$ cat src/design/rro_pkg.sv
// Shared constants and opcode type for the return and rotate execution unit.
// Assumes the core decoder presents one decoded operation per op_valid pulse.
package rro_pkg;

	// ======================================================================
	// Operations handled by this unit
	typedef enum logic [2:0] {
		OP_RETURN_LIT,
		OP_RETURN_INT,
		OP_ROTL_MEM,
		OP_ROTL_WORK,
		OP_ROTLC_MEM,
		OP_ROTLC_WORK,
		OP_ROTR_MEM,
		OP_NONE
	} rro_op_t;

	// ======================================================================
	// Field positions and reset values
	localparam int BYTE_MSB = 7;
	localparam int BYTE_LSB = 0;
	localparam logic [7:0] WORK_RST = 8'h00;
	localparam logic CARRY_RST = 1'b0;
	localparam logic MIE_RST = 1'b0;
	localparam logic MIE_SET = 1'b1;

endpackage : rro_pkg

$ cat src/design/rro_exec.sv
// Execution unit for the return and rotate operations of an 8-bit core.
// Assumes the decoder pulses op_valid for one cycle with the operation and its
// immediate, and that mem_rdata already holds the addressed byte in that cycle.
`timescale 1ns/10ps
module rro_exec
	import rro_pkg::*;
#(
	parameter int PC_W = 10,
	parameter int STACK_DEPTH = 8,
	parameter int SP_W = 3,
	parameter logic [PC_W-1:0] IRQ_VECTOR = 10'h004
)
(
	input wire logic clock,
	input wire logic rst,
	input wire logic clk_en,
	input wire logic op_valid,
	input wire rro_op_t op_code,
	input wire logic [7:0] op_imm,
	input wire logic [7:0] mem_rdata,
	input wire logic irq_pending,
	input wire logic call_push,
	input wire logic [PC_W-1:0] call_addr,
	output logic busy,
	output logic [7:0] working_register,
	output logic carry,
	output logic master_interrupt_enable,
	output logic pc_load,
	output logic [PC_W-1:0] pc_value,
	output logic mem_we,
	output logic [7:0] mem_wdata,
	output logic irq_take,
	output logic [SP_W-1:0] stack_ptr
);

	// ======================================================================
	// Sequencer state
	typedef enum logic {ST_RUN, ST_IRQ_ENTRY} rro_state_t;
	rro_state_t state;
	rro_state_t next_state;

	// ======================================================================
	// Decode, as named wires
	logic take;
	logic is_ret_lit;
	logic is_ret_int;
	logic is_return;
	logic is_rotlc;
	logic mem_write_op;
	logic work_write_op;
	logic stack_push;
	logic [PC_W-1:0] stack_top;
	logic [PC_W-1:0] push_value;

	// Operations are only taken while not entering a handler
	assign take = op_valid && state == ST_RUN;
	assign is_ret_lit = take && op_code == OP_RETURN_LIT;
	assign is_ret_int = take && op_code == OP_RETURN_INT;
	assign is_return = is_ret_lit || is_ret_int;
	assign is_rotlc = take && (op_code == OP_ROTLC_MEM || op_code == OP_ROTLC_WORK);
	assign mem_write_op = take && (op_code == OP_ROTL_MEM || op_code == OP_ROTLC_MEM
		|| op_code == OP_ROTR_MEM);
	assign work_write_op = take && (op_code == OP_ROTL_WORK || op_code == OP_ROTLC_WORK);

	// ======================================================================
	// Rotation results
	logic [7:0] rotl;
	logic [7:0] rotlc;
	logic [7:0] rotr;
	logic mem_msb;
	logic [7:0] next_rot;

	assign rotl = {mem_rdata[BYTE_MSB-1:BYTE_LSB], mem_rdata[BYTE_MSB]};
	assign rotlc = {mem_rdata[BYTE_MSB-1:BYTE_LSB], carry};
	assign rotr = {mem_rdata[BYTE_LSB], mem_rdata[BYTE_MSB:BYTE_LSB+1]};
	assign mem_msb = mem_rdata[BYTE_MSB];
	// Same rotators serve memory and work forms; only the destination differs
	assign next_rot = (op_code == OP_ROTR_MEM) ? rotr :
		(op_code == OP_ROTLC_MEM || op_code == OP_ROTLC_WORK) ? rotlc : rotl;

	// ======================================================================
	// Return stack; handler entry pushes the address just restored
	assign stack_push = (call_push && state == ST_RUN && !is_return)
		|| state == ST_IRQ_ENTRY;
	assign push_value = (state == ST_IRQ_ENTRY) ? pc_value : call_addr;
	assign next_state = (is_ret_int && irq_pending) ? ST_IRQ_ENTRY : ST_RUN;

	rro_ret_stack #(
		.DEPTH(STACK_DEPTH),
		.AW(SP_W),
		.PW(PC_W)
	) u_stack (
		.clock(clock),
		.rst(rst),
		.clk_en(clk_en),
		.push(stack_push),
		.pop(is_return),
		.push_data(push_value),
		.top_data(stack_top),
		.sp(stack_ptr)
	);

	// Sequencer and one-cycle strobes
	always_ff @(posedge clock or posedge rst)
	begin
		if (rst)
		begin
			state <= ST_RUN;
			busy <= 1'b0;
			pc_load <= 1'b0;
			irq_take <= 1'b0;
			mem_we <= 1'b0;
		end
		else if (clk_en)
		begin
			state <= next_state;
			busy <= next_state == ST_IRQ_ENTRY;
			pc_load <= is_return || state == ST_IRQ_ENTRY;
			irq_take <= state == ST_IRQ_ENTRY;
			mem_we <= mem_write_op;
		end
	end

	// Target address: popped entry on return, vector on handler entry
	always_ff @(posedge clock or posedge rst)
	begin
		if (rst)
			pc_value <= '0;
		else if (clk_en && is_return)
			pc_value <= stack_top;
		else if (clk_en && state == ST_IRQ_ENTRY)
			pc_value <= IRQ_VECTOR;
	end

	// Memory write data; memory forms only, work forms leave memory alone
	always_ff @(posedge clock or posedge rst)
	begin
		if (rst)
			mem_wdata <= WORK_RST;
		else if (clk_en && mem_write_op)
			mem_wdata <= next_rot;
	end

	// Work register
	always_ff @(posedge clock or posedge rst)
	begin
		if (rst)
			working_register <= WORK_RST;
		else if (clk_en && is_ret_lit)
			working_register <= op_imm;
		else if (clk_en && work_write_op)
			working_register <= next_rot;
	end

	// Carry: only the through-carry forms touch it
	always_ff @(posedge clock or posedge rst)
	begin
		if (rst)
			carry <= CARRY_RST;
		else if (clk_en && is_rotlc)
			carry <= mem_msb;
	end

	// Master enable: set by the return from interrupt, cleared again on handler entry
	always_ff @(posedge clock or posedge rst)
	begin
		if (rst)
			master_interrupt_enable <= MIE_RST;
		else if (clk_en && is_ret_int)
			master_interrupt_enable <= MIE_SET;
		else if (clk_en && state == ST_IRQ_ENTRY)
			master_interrupt_enable <= MIE_RST;
	end

	// ======================================================================
	// Checks
	logic [SP_W-1:0] sp_less;
	assign sp_less = stack_ptr - SP_W'(1);
endmodule : rro_exec

$ cat src/design/rro_ret_stack.sv
// Hardware return stack held in flip-flops.
// Assumes push and pop never come in the same cycle; the pointer wraps when full.
`timescale 1ns/10ps
module rro_ret_stack
	import rro_pkg::*;
#(
	parameter int DEPTH = 8,
	parameter int AW = 3,
	parameter int PW = 10
)
(
	input wire logic clock,
	input wire logic rst,
	input wire logic clk_en,
	input wire logic push,
	input wire logic pop,
	input wire logic [PW-1:0] push_data,
	output logic [PW-1:0] top_data,
	output logic [AW-1:0] sp
);

	// ======================================================================
	// Storage and pointer
	logic [PW-1:0] entry [DEPTH];
	logic [AW-1:0] top_idx;
	logic [AW-1:0] next_sp;

	// Pointer names the next free slot, so the top is one below it
	assign top_idx = sp - AW'(1);
	assign top_data = entry[top_idx];
	assign next_sp = push ? sp + AW'(1) : (pop ? top_idx : sp);

	// Pointer register
	always_ff @(posedge clock or posedge rst)
	begin
		if (rst)
			sp <= '0;
		else if (clk_en)
			sp <= next_sp;
	end

	// One write port per entry, selected by the pointer
	for (genvar g = 0; g < DEPTH; g++)
	begin : g_entry
		always_ff @(posedge clock or posedge rst)
		begin
			if (rst)
				entry[g] <= '0;
			else if (clk_en && push && sp == AW'(g))
				entry[g] <= push_data;
		end
	end

endmodule : rro_ret_stack

$ cat config.mk
export PLATFORM = sky130hd
export DESIGN_NAME = rro_exec
export DESIGN_NICKNAME = d
export VERILOG_FILES = /design/src/design/rro_pkg.sv /design/src/design/rro_exec.sv /design/src/design/rro_ret_stack.sv
export SDC_FILE = /design/constraint.sdc
export NUM_CORES = 1
export LEC_CHECK = 0
export BUFFER_PORTS_ARGS = -buffer_cell sky130_fd_sc_hd__buf_2
export CAP_MARGIN = 10
export CORE_ASPECT_RATIO = 1.75
export CORE_MARGIN = 10
export CORE_UTILIZATION = 50
export CTS_BUF_LIST = sky130_fd_sc_hd__clkbuf_2
export DETAILED_ROUTE_END_ITERATION = 12
export HOLD_SLACK_MARGIN = 0.12
export PLACE_DENSITY_LB_ADDON = 0.12
export SYNTH_ARGS = -nofsm -noshare
export SYNTH_HDL_FRONTEND = slang
export SYNTH_HIERARCHICAL = 1
export SYNTH_SLANG_ARGS = --single-unit
export TNS_END_PERCENT = 5
$ cat constraint.sdc
create_clock -name clock -period 2.7 [get_ports clock]
set_input_delay 0.135 -clock clock [delete_from_list [all_inputs] [get_ports clock]]
set_output_delay 0.135 -clock clock [all_outputs]
set_load 0.05 [all_outputs]
Word-level counts from Yosys, hierarchy flattened
Index checks and enable logic that the tools add are counted.
W data, S select, Z words.
- $lt $le $gt $ge: 1
- equality and inequality tests: 13
- multiplexer cells: 15
- bitwise operators: 2
- reductions and logical operators: 40
- $add $sub $neg: 2
- operators by type and width (cell ; count):
    $mux W10 ; 5
    $bmux W10 S3 ; 1
    $logic_and A1 B1 Y1 ; 25
    $mux W8 ; 3
    $eq A3 B3 Y1 const B ; 7
    $eq A3 B2 Y1 const B ; 4
    $reduce_bool A2 Y1 ; 4
    $logic_or A1 B1 Y1 ; 7
    $eq A3 B1 Y1 const B ; 2
    $logic_not A3 Y1 ; 2
    $mux W3 ; 2
    $ge A4 B4 Y1 const B ; 1
    $mux W1 ; 4
    $not A3 Y4 ; 1
    $add A3 B1 Y3 const B ; 1
    $sub A3 B1 Y3 const B ; 1
    $reduce_and A2 Y1 ; 1
    $logic_not A1 Y1 ; 1
    $not A1 Y1 ; 1
- input bits: 35
- logic and storage cells: 91
- bits in registers: 115
- output and inout bits: 35

Depth between registers and ports, before layout
Gate-level depths: netlist of run 1.
- depth after elaboration: 9
- mapped depth: 10
- mapped depth without buffers: 7

Cells and area by module
Netlist of run 1, hierarchy kept.
- by module, submodules not included (module ; cells each ; times used ; sequential area each (um2) ; area each (um2)):
    rro_ret_stack ; 305 ; 1 ; 2077.0 ; 4095.2
    rro_exec ; 135 ; 1 ; 800.8 ; 1544.0

Worst setup path after synthesis of run 1
No wires, ideal clock.
- kind: flip-flop to flip-flop
- from: register u_stack.sp[0]
- to: register pc_value[2]
- library setup time: 0.133 ns
- path slack: 0.125 ns
- buffers on the path: 3
- stages on the path, launching flop included: 11
- clock period less this slack: 2.575 ns
- required time: 2.567 ns
- data arrival time: 2.443 ns
- path through: dfrtp_1 inv_1 clkbuf_1 ha_1 buf_2 buf_2 mux2i_1 nand3_1 and4_1 nor4_1 a21oi_1
- word-level cells in the longest chain between the ends: 6
- RTL lines (what ; RTL line ; RTL):
    start, declared ; rro_ret_stack.sv:19 ; output logic [AW-1:0] sp
    start signal, assigned ; rro_ret_stack.sv:39 ; sp <= next_sp;
    $sub A3 B1 Y3 ; -- ;
    $not A3 Y4 (not written as such) ; rro_ret_stack.sv:30 ; assign top_data = entry[top_idx];
    $bmux W10 S3 ; rro_ret_stack.sv:30 ;
    $mux W10 (not written as such) (2 in a row) ; rro_ret_stack.sv:30 ;
    net stack_top[2] ; rro_exec.sv:52 ; logic [PC_W-1:0] stack_top;
    $mux W10 ; rro_exec.sv:129 ; else if (clk_en && is_return)
    end signal, assigned ; rro_exec.sv:130 ; pc_value <= stack_top;
    end, declared ; rro_exec.sv:29 ; output logic [PC_W-1:0] pc_value,
The timed path passes the listed nets, and every way through them passes these cells. The select of a mux whose other input is x is not followed.
A chain may end at the register's enable or synchronous reset.

Worst setup path after layout of run 1
- from: register state
- to: register working_register[4]
- word-level cells in the longest chain between the ends: 5
- elaborated cells between the ends (all ways): 8
- those cells by class: mux (1); bitwise (1); reduce/logical (6)
- RTL lines (what ; RTL line ; RTL):
    start, declared ; rro_exec.sv:39 ; rro_state_t state;
    start signal, assigned ; rro_exec.sv:116 ; state <= next_state;
    $not A1 Y1 (*) ; rro_exec.sv:56 ; assign take = op_valid && state == ST_RUN;
    $logic_and A1 B1 Y1 (*) ; rro_exec.sv:56 ;
    $logic_and A1 B1 Y1, on equally long branches ; rro_exec.sv:57, rro_exec.sv:63 ;
    $logic_and A1 B1 Y1, on equally long branches ; rro_exec.sv:149, rro_exec.sv:151 ;
    $mux W8 / $reduce_bool A2 Y1 (equally long branches) ; -- ;
    end signal, assigned ; rro_exec.sv:150 ; working_register <= op_imm;
    end signal, assigned ; rro_exec.sv:152 ; working_register <= next_rot;
    end, declared ; rro_exec.sv:25 ; output logic [7:0] working_register,
Every way passes the cells marked *; elsewhere a longest branch is shown, timed or not.

==> metrics.md, run 1 <==
| Metric | Value |
|---|---|
| Bufs and invs on worst path | 1 |
| Total standard cell area after synthesis | 5640 um^2 |
| Clk buf depth | 2 |
| Starting density of the core | 0.508 |
| Relative area change from synthesis to final layout | 20.8% |
| Critical Path Start Type | flip-flop |
| Post-DRT Antenna Nets | 0 |
| Layout fillers | 898 |
| Register area | 2880 um^2 |
| Largest incremental delay on the critical path | 0.58 ns |
| Count of endpoints failing setup in the final report | 0 |
| Leakage Power | 3.29 nW |
| Sequential-to-total area share from yosys stat | 0.510 |
| Biggest area contributors in the synthesized netlist | dfrtp_1 (51%), mux2_2 (18%), mux2i_1 (8.3%) |
| Smallest setup slack after layout | 0.142 ns |
| Share of post-route cells with drive strength above 1 | 0.377 |
| Net switching power figure | 3.16 mW |
| Slew @ Worst Pin | 0.856 ns |
| Max Clk Rate | 0.391 GHz |
| Final worst-path cycle share | 0.947 |
| Category of cells accounting for the largest share of critical-path delay | simple AND/OR/NAND/NOR gates |
| Kind of path behind the tightest hold check | in2async |
| Number of buffers inserted by hold repair at cts | 50 |
| Syn_nets | 482 |
| Int Pwr | 4.59 mW |
| Master of the slowest instance on the critical path | dlygate4sd3_1 |
| CTS resizes | 0 |
| Endpoint of the worst register-to-register path | working_register[4]$_DFFE_PP0P_ |
| Postcts setup bufs | 0 |
| Highest fanout seen on the critical path | 9 |
| Timing startpoint of the critical path | state$_DFFE_PP0P_ |
| Worst hold slack | 0.185 ns |
| Largest area contributor in the synthesized netlist | dfrtp_1 |
| Number of top-level pins | 70 |
| Worst reg2reg startpoint | state$_DFFE_PP0P_ |
| Total area of multi-input combinational cells | 2560 um^2 |
| Vias in the first global route | 4,340 |
| Wire length per cell | 19.9 um |
| Highest metal layer with signal wires | met4 |
| Routed met3 length | 633 um |
| Area of the core region | 11,100 um^2 |
| Yosys reg bits | 115 |
| Most used flip-flop cell after synthesis | dfrtp_1 |
| Count of yosys warnings during synthesis | 6 |
| Grt total ovfl | 0 |
| Data required, critical path | 3.23 ns |
| Number of maximum-capacitance constraint violations | 0 |
| Number of library cell types mapped by synthesis | 47 |
| Maximum number of pins on one net before global-route repair | 43 |
| TritonCTS clock tree | done |
| Share of Yosys cell area claimed by the top area cell type | 0.510 |
| TritonCTS sink count | 115 |
| Die boundary width | 100 um |
| Overall die height | 160 um |
| H-tree Lvls | 4 |
| Number of enable-type register cells in the synthesized netlist | 0 |
| Clock transition at the register clock pins on the worst setup and hold paths after CTS | 0.16 ns |
| Final sum of negative setup slack | 0 ns |
| Number of antenna violations at the first check in global routing | 1 |
| Run status | finished clean |
| Share of async-settable or async-resettable flops after synthesis | 1.00 |
| Clock Latency Late Sink | 0.65 ns |
| Worst voltage drop across the vdd grid | 0.825 mV |
| Sum of routed wire segments on met1 | 5640 um |
| Net count reported at finish | 604 |
| Power density over the cells | 1140 nW/um^2 |
| Total number of vias | 4,017 |
| DPL Wire Length | 9210 um |
| Final period demand of the worst path | 2.56 ns |
| Number of buffers created by CTS | 17 |
| All-Layer GR Usage | 0.181 |
| Sum of met2 wire segment lengths after detailed routing | 7640 um |
| Clock tree root buffer cell | clkbuf_2 |
| First-pass detailed-route iteration total | 6 |
| Normalized max-slew margin | 0.425 |
| Switching power share of the total | 0.408 |
| Starting DRC count in detailed routing | 157 |
| Setup slack at placement | 0.546 ns |
| Layout Skew | 0.0431 ns |
| Reg power frac | 0.371 |
| Routability-driven placement congestion ratio | 0.802 |
| Final max-slew violation count | 0 |
| DRC viols | 0 |
| Crit path kind | reg2reg |
| Post-layout total power | 7.75 mW |
| Post-synthesis area per instance | 12.8 um^2 |
| Kind of capture point of the worst setup path | flip-flop |
| Register-to-register setup slack | 0.14 ns |
| Unrepaired setup endpoints after global routing | false |
| Per-cell via count in the routed design | 5.67 |
| IO Port Bufs | 69 |
| Number of failing hold endpoints at the final stage | 0 |
| Wire length of the first global-routing pass | 23,100 um |
| Worst r2r path cells | 5 |
| Detailed Route WL | 14,100 um |
| Die area | 16,100 um^2 |
| Critical Path, Cell by Cell | nand3b_4, or3b_1, a21boi_4, a221o_1, dlygate4sd3_1 |
| Critical Path AT | 3.09 ns |
| Combinational power share | 0.493 |
| # rows | 51 |
| Clock power share | 0.136 |
| Synthesized netlist cell count | 440 |
registers in the layout (all words and copies together) (netlist names):
| signal | flops |
|---|---|
| state | 1 |
| pc_value | 10 |
| mem_wdata | 8 |
| u_stack/entry | 80 |
| u_stack/sp | 3 |
| master_interrupt_enable | 1 |
| working_register | 8 |
| pc_load | 1 |
| carry | 1 |
| mem_we | 1 |
| irq_take | 1 |
cells in the mapped netlist (all sizes together) (7+ instances only):
cell type	number
mux2	91
nand3	45
inv	10
clkbuf	8
a221o	8
o21ai	15
dfrtp	115
mux2i	47
buf	18
ha	7
a22o	10
nand2	14
nor2	12
and4	10
per-stage QoR:
step	std cells	cell area, um^2	utilization
after detailed placement	625	6090	0.549
after global placement	625	6090	0.549
after floorplan	440	5640	-
after global routing	708	6810	0.613
final	708	6810	0.613
after CTS	707	6810	0.613
cell usage in the layout (no fill, tap or decap), types with 3 or more instances in the layout:
master,instances
xnor2_1,3
mux2i_1,47
dfrtp_1,115
a22o_1,10
nand2_1,12
a221o_1,8
clkbuf_2,21
nor2_1,12
mux2_2,88
inv_1,9
a21oi_1,3
mux2_4,3
o21ai_0,15
buf_4,8
clkinv_2,4
ha_1,6
nand3_1,41
dlygate4sd3_1,50
buf_2,69
and4_1,10
routing by layer:
| metal | track usage | vias up |
|---|---|---|
| met4 | 0.0594 | 0 |
| met3 | 0.0481 | 15 |
| met2 | 0.322 | 96 |
| li1 | - | 1862 |
| met5 | 0 | - |
| met1 | 0.200 | 2044 |
power groups by stage:
stage                     combinational, mW  clock, mW  sequential (mW)
after floorplan                        2.48          0             3.31
after global placement                 3.68          0             2.88
after detailed placement               3.73          0             2.91
after CTS                              3.84       1.09             2.87
after global routing                   4.13       1.18             2.96
final                                  3.82       1.05             2.87
cell families after synthesis:
kind of cell             Yosys count  synth area share
multiplexers                     138             0.267
flip-flops                       115             0.510
AND/OR/NAND/NOR                   97             0.108
AO/OA/AOI/OAI                     43            0.0575
buffers and inverters             36            0.0353
adder cells (fa/ha/maj)            7            0.0155
XOR/XNOR                           4           0.00621
area by class of cell:
cell class,instances,share of cell area
Clock buffer,21,0.0154
Clock inverter,11,0.0165
Antenna cell,1,0.000367
Sequential cell,115,0.422
Inverter,10,0.00551
Multi-Input combinational cell,289,0.377
Timing Repair Buffer,129,0.139
Tap cell,132,0.0242
how the worst max path moves through the flow:
stage / slack (ns) / end / cells after the start
after floorplan: 0.12 / pc_value[2]$_DFFE_PP0P_ / 10
after global placement: 0.64 / pc_value[2]$_DFFE_PP0P_ / 8
after detailed placement: 0.55 / pc_value[2]$_DFFE_PP0P_ / 8
after CTS: 0.17 / working_register[1]$_DFFE_PP0P_ / 5
after global routing: 0.06 / working_register[4]$_DFFE_PP0P_ / 5
final: 0.14 / working_register[4]$_DFFE_PP0P_ / 5
tightest hold or removal path, cell delays in order:
cell           delay, ns
dlygate4sd3_1       0.53
buf_2               0.13
inv_2               0.59
Power figures use the tool's default switching activity.
==> run 2, diff against run 1 <==
- MAX_ROUTING_LAYER: default -> met4
- SLEW_MARGIN: default -> 25
==> run 2 against run 1 <==
Net effect:
- die area unchanged
- critical path depth is the same
- largest cell class unchanged
- clock-buffer cell count stayed put
- hold slack gained 0.019 ns
- non-clock buffer count is the same
- sequential power about the same
- highest routed layer unchanged
- clock skew fell by 0.0033 ns
- cell area is the same
- register-to-register slack barely moved
- final cell count unchanged
==> metrics.md, run 2 (synthesis gave the netlist of run 1 again) <==
| Metric | Value |
|---|---|
| Run status | finished clean (unchanged) |
| Final period demand of the worst path | 2.56 ns (about the same) |
| Count of endpoints failing setup in the final report | 0 (unchanged) |
| Slew @ Worst Pin | 0.849 ns (was 0.856 ns) |
| Clock power share | 0.135 (was 0.136) |
| Combinational power share | 0.493 (about the same) |
| Die boundary width | 100 um (unchanged) |
| Net switching power figure | 3.15 mW (was 3.16 mW) |
| Worst voltage drop across the vdd grid | 0.824 mV (was 0.825 mV) |
| Data required, critical path | 3.21 ns (was 3.23 ns) |
| TritonCTS sink count | 115 (unchanged) |
| Number of buffers created by CTS | 17 (unchanged) |
| DPL Wire Length | 9210 um (unchanged) |
| Critical Path Start Type | flip-flop (unchanged) |
| Postcts setup bufs | 0 (unchanged) |
| Vias in the first global route | 4,339 (was 4,340) |
| Number of buffers inserted by hold repair at cts | 50 (unchanged) |
| Final sum of negative setup slack | 0 ns (unchanged) |
| Reg power frac | 0.372 (was 0.371) |
| Switching power share of the total | 0.407 (was 0.408) |
| Final max-slew violation count | 0 (unchanged) |
| Layout fillers | 898 (unchanged) |
| Clock transition at the register clock pins on the worst setup and hold paths after CTS | 0.16 ns (about the same) |
| H-tree Lvls | 4 (unchanged) |
| CTS resizes | 0 (unchanged) |
| Int Pwr | 4.59 mW (about the same) |
| Starting density of the core | 0.508 (unchanged) |
| All-Layer GR Usage | 0.186 (was 0.181) |
| Power density over the cells | 1140 nW/um^2 (about the same) |
| Leakage Power | 3.29 nW (unchanged) |
| Total number of vias | 4,043 (was 4,017) |
| Routability-driven placement congestion ratio | 0.814 (was 0.802) |
| Most frequent standard cell in the layout excluding fill and tap cells | dfrtp_1 (unchanged) |
| Number of failing hold endpoints at the final stage | 0 (unchanged) |
| Critical Path AT | 3.06 ns (was 3.09 ns) |
| Worst hold slack | 0.204 ns (was 0.185 ns) |
| Clock Latency Late Sink | 0.63 ns (was 0.65 ns) |
| Overall die height | 160 um (unchanged) |
| Number of antenna violations at the first check in global routing | 1 (unchanged) |
| Kind of capture point of the worst setup path | flip-flop (unchanged) |
| # rows | 51 (unchanged) |
| Most flop-heavy register | u_stack/entry (unchanged) |
| Clk buf depth | 2 (unchanged) |
| DRC viols | 0 (unchanged) |
| Unrepaired setup endpoints after global routing | false (unchanged) |
| Flip-flop count of the largest register after layout | 80 (unchanged) |
| Max Clk Rate | 0.391 GHz (about the same) |
| Final worst-path cycle share | 0.946 (was 0.947) |
| Wire length of the first global-routing pass | 23,100 um (about the same) |
| Area of the core region | 11,100 um^2 (unchanged) |
| Crit path kind | reg2reg (unchanged) |
| TritonCTS clock tree | done (unchanged) |
| Die area | 16,100 um^2 (unchanged) |
| Per-cell via count in the routed design | 5.71 (was 5.67) |
| IO Port Bufs | 69 (unchanged) |
| Largest registers | u_stack/entry x80, pc_value x10 (unchanged) |
| Net count reported at finish | 604 (unchanged) |
| Detailed Route WL | 14,100 um (about the same) |
| Number of maximum-capacitance constraint violations | 0 (unchanged) |
| Grt total ovfl | 0 (unchanged) |
| Kind of path behind the tightest hold check | in2async (unchanged) |
| Number of top-level pins | 70 (unchanged) |
| First-pass detailed-route iteration total | 6 (unchanged) |
| Share of post-route cells with drive strength above 1 | 0.377 (unchanged) |
| Highest fanout seen on the critical path | 9 (unchanged) |
| Post-DRT Antenna Nets | 0 (unchanged) |
| Normalized max-slew margin | 0.429 (was 0.425) |
| Relative area change from synthesis to final layout | 20.8% (unchanged) |
| Most frequent cells in the layout | dfrtp_1 (115), mux2_2 (88), buf_2 (69) (unchanged) |
| Clock tree root buffer cell | clkbuf_2 (unchanged) |
| Wire length per cell | 19.9 um (about the same) |
| Maximum number of pins on one net before global-route repair | 43 (unchanged) |
| Layout Skew | 0.0397 ns (was 0.0431 ns) |
| Starting DRC count in detailed routing | 98 (was 157) |
| Post-layout total power | 7.74 mW (was 7.75 mW) |
==> run 2: path summary, 6_finish.rpt <==
| path | startpoint | end | slack (ns) | depth (start not counted) |
|---|---|---|---|---|
| setup / recovery | state$_DFFE_PP0P_ | working_register[4]$_DFFE_PP0P_ | 0.14 | 5 |
| hold / removal | rst | u_stack/entry[14]$_DFFE_PP0P_ | 0.20 | 3 |
| setup reg to reg | state$_DFFE_PP0P_ | working_register[4]$_DFFE_PP0P_ | 0.14 | 5 |
| hold reg to reg | mem_wdata[5]$_DFFE_PP0P_ | mem_wdata[5]$_DFFE_PP0P_ | 0.50 | 2 |
| max in group asynchronous | rst | pc_value[7]$_DFFE_PP0P_ | 1.64 | 5 |
| min in group clock | mem_rdata[5] | mem_wdata[4]$_DFFE_PP0P_ | 0.41 | 4 |
==> run 2: metrics by stage <==
stage                     setup WS (ns)  cell area (um^2)  cells   util
after floorplan                   0.125              5640    440      -
after CTS                         0.172              6810    707  0.613
after detailed placement          0.546              6090    625  0.549
final                             0.144              6810    708  0.613
after global routing             0.0658              6810    708  0.613
after global placement            0.640              6090    625  0.549
==> run 2: metal layers <==
layer  vias to the layer above  global-route usage  share of wire
met5                         -                   -              0
met4                         0              0.0574          0.014
met3                        15              0.0503          0.054
met2                       115               0.321           0.54
met1                      2046               0.201           0.40
li1                       1867                   -              -
==> run 2: final cells by class <==
type | instances | area, um^2 | share of cell area
Multi-Input combinational cell | 289 | 2560 | 0.377
Antenna cell | 1 | 2.50 | 0.000367
Timing Repair Buffer | 129 | 946 | 0.139
Clock inverter | 11 | 113 | 0.0165
Sequential cell | 115 | 2880 | 0.422
Tap cell | 132 | 165 | 0.0242
Inverter | 10 | 37.5 | 0.00551
Clock buffer | 21 | 105 | 0.0154
==> run 2: critical path: stages, from the launching register on <==
cell           delay [ns]
dfrtp_1              0.52
nand3b_4             0.25
or3b_1               0.53
a21boi_4             0.24
a221o_1              0.32
dlygate4sd3_1        0.58
==> run 2: power groups by stage <==
stage                     Clock [mW]  Sequential (mW)  Combinational, mW
after floorplan                    0             3.31               2.48
after global placement             0             2.88               3.68
after detailed placement           0             2.91               3.73
after CTS                       1.09             2.87               3.84
after global routing            1.18             2.96               4.13
final                           1.04             2.88               3.82
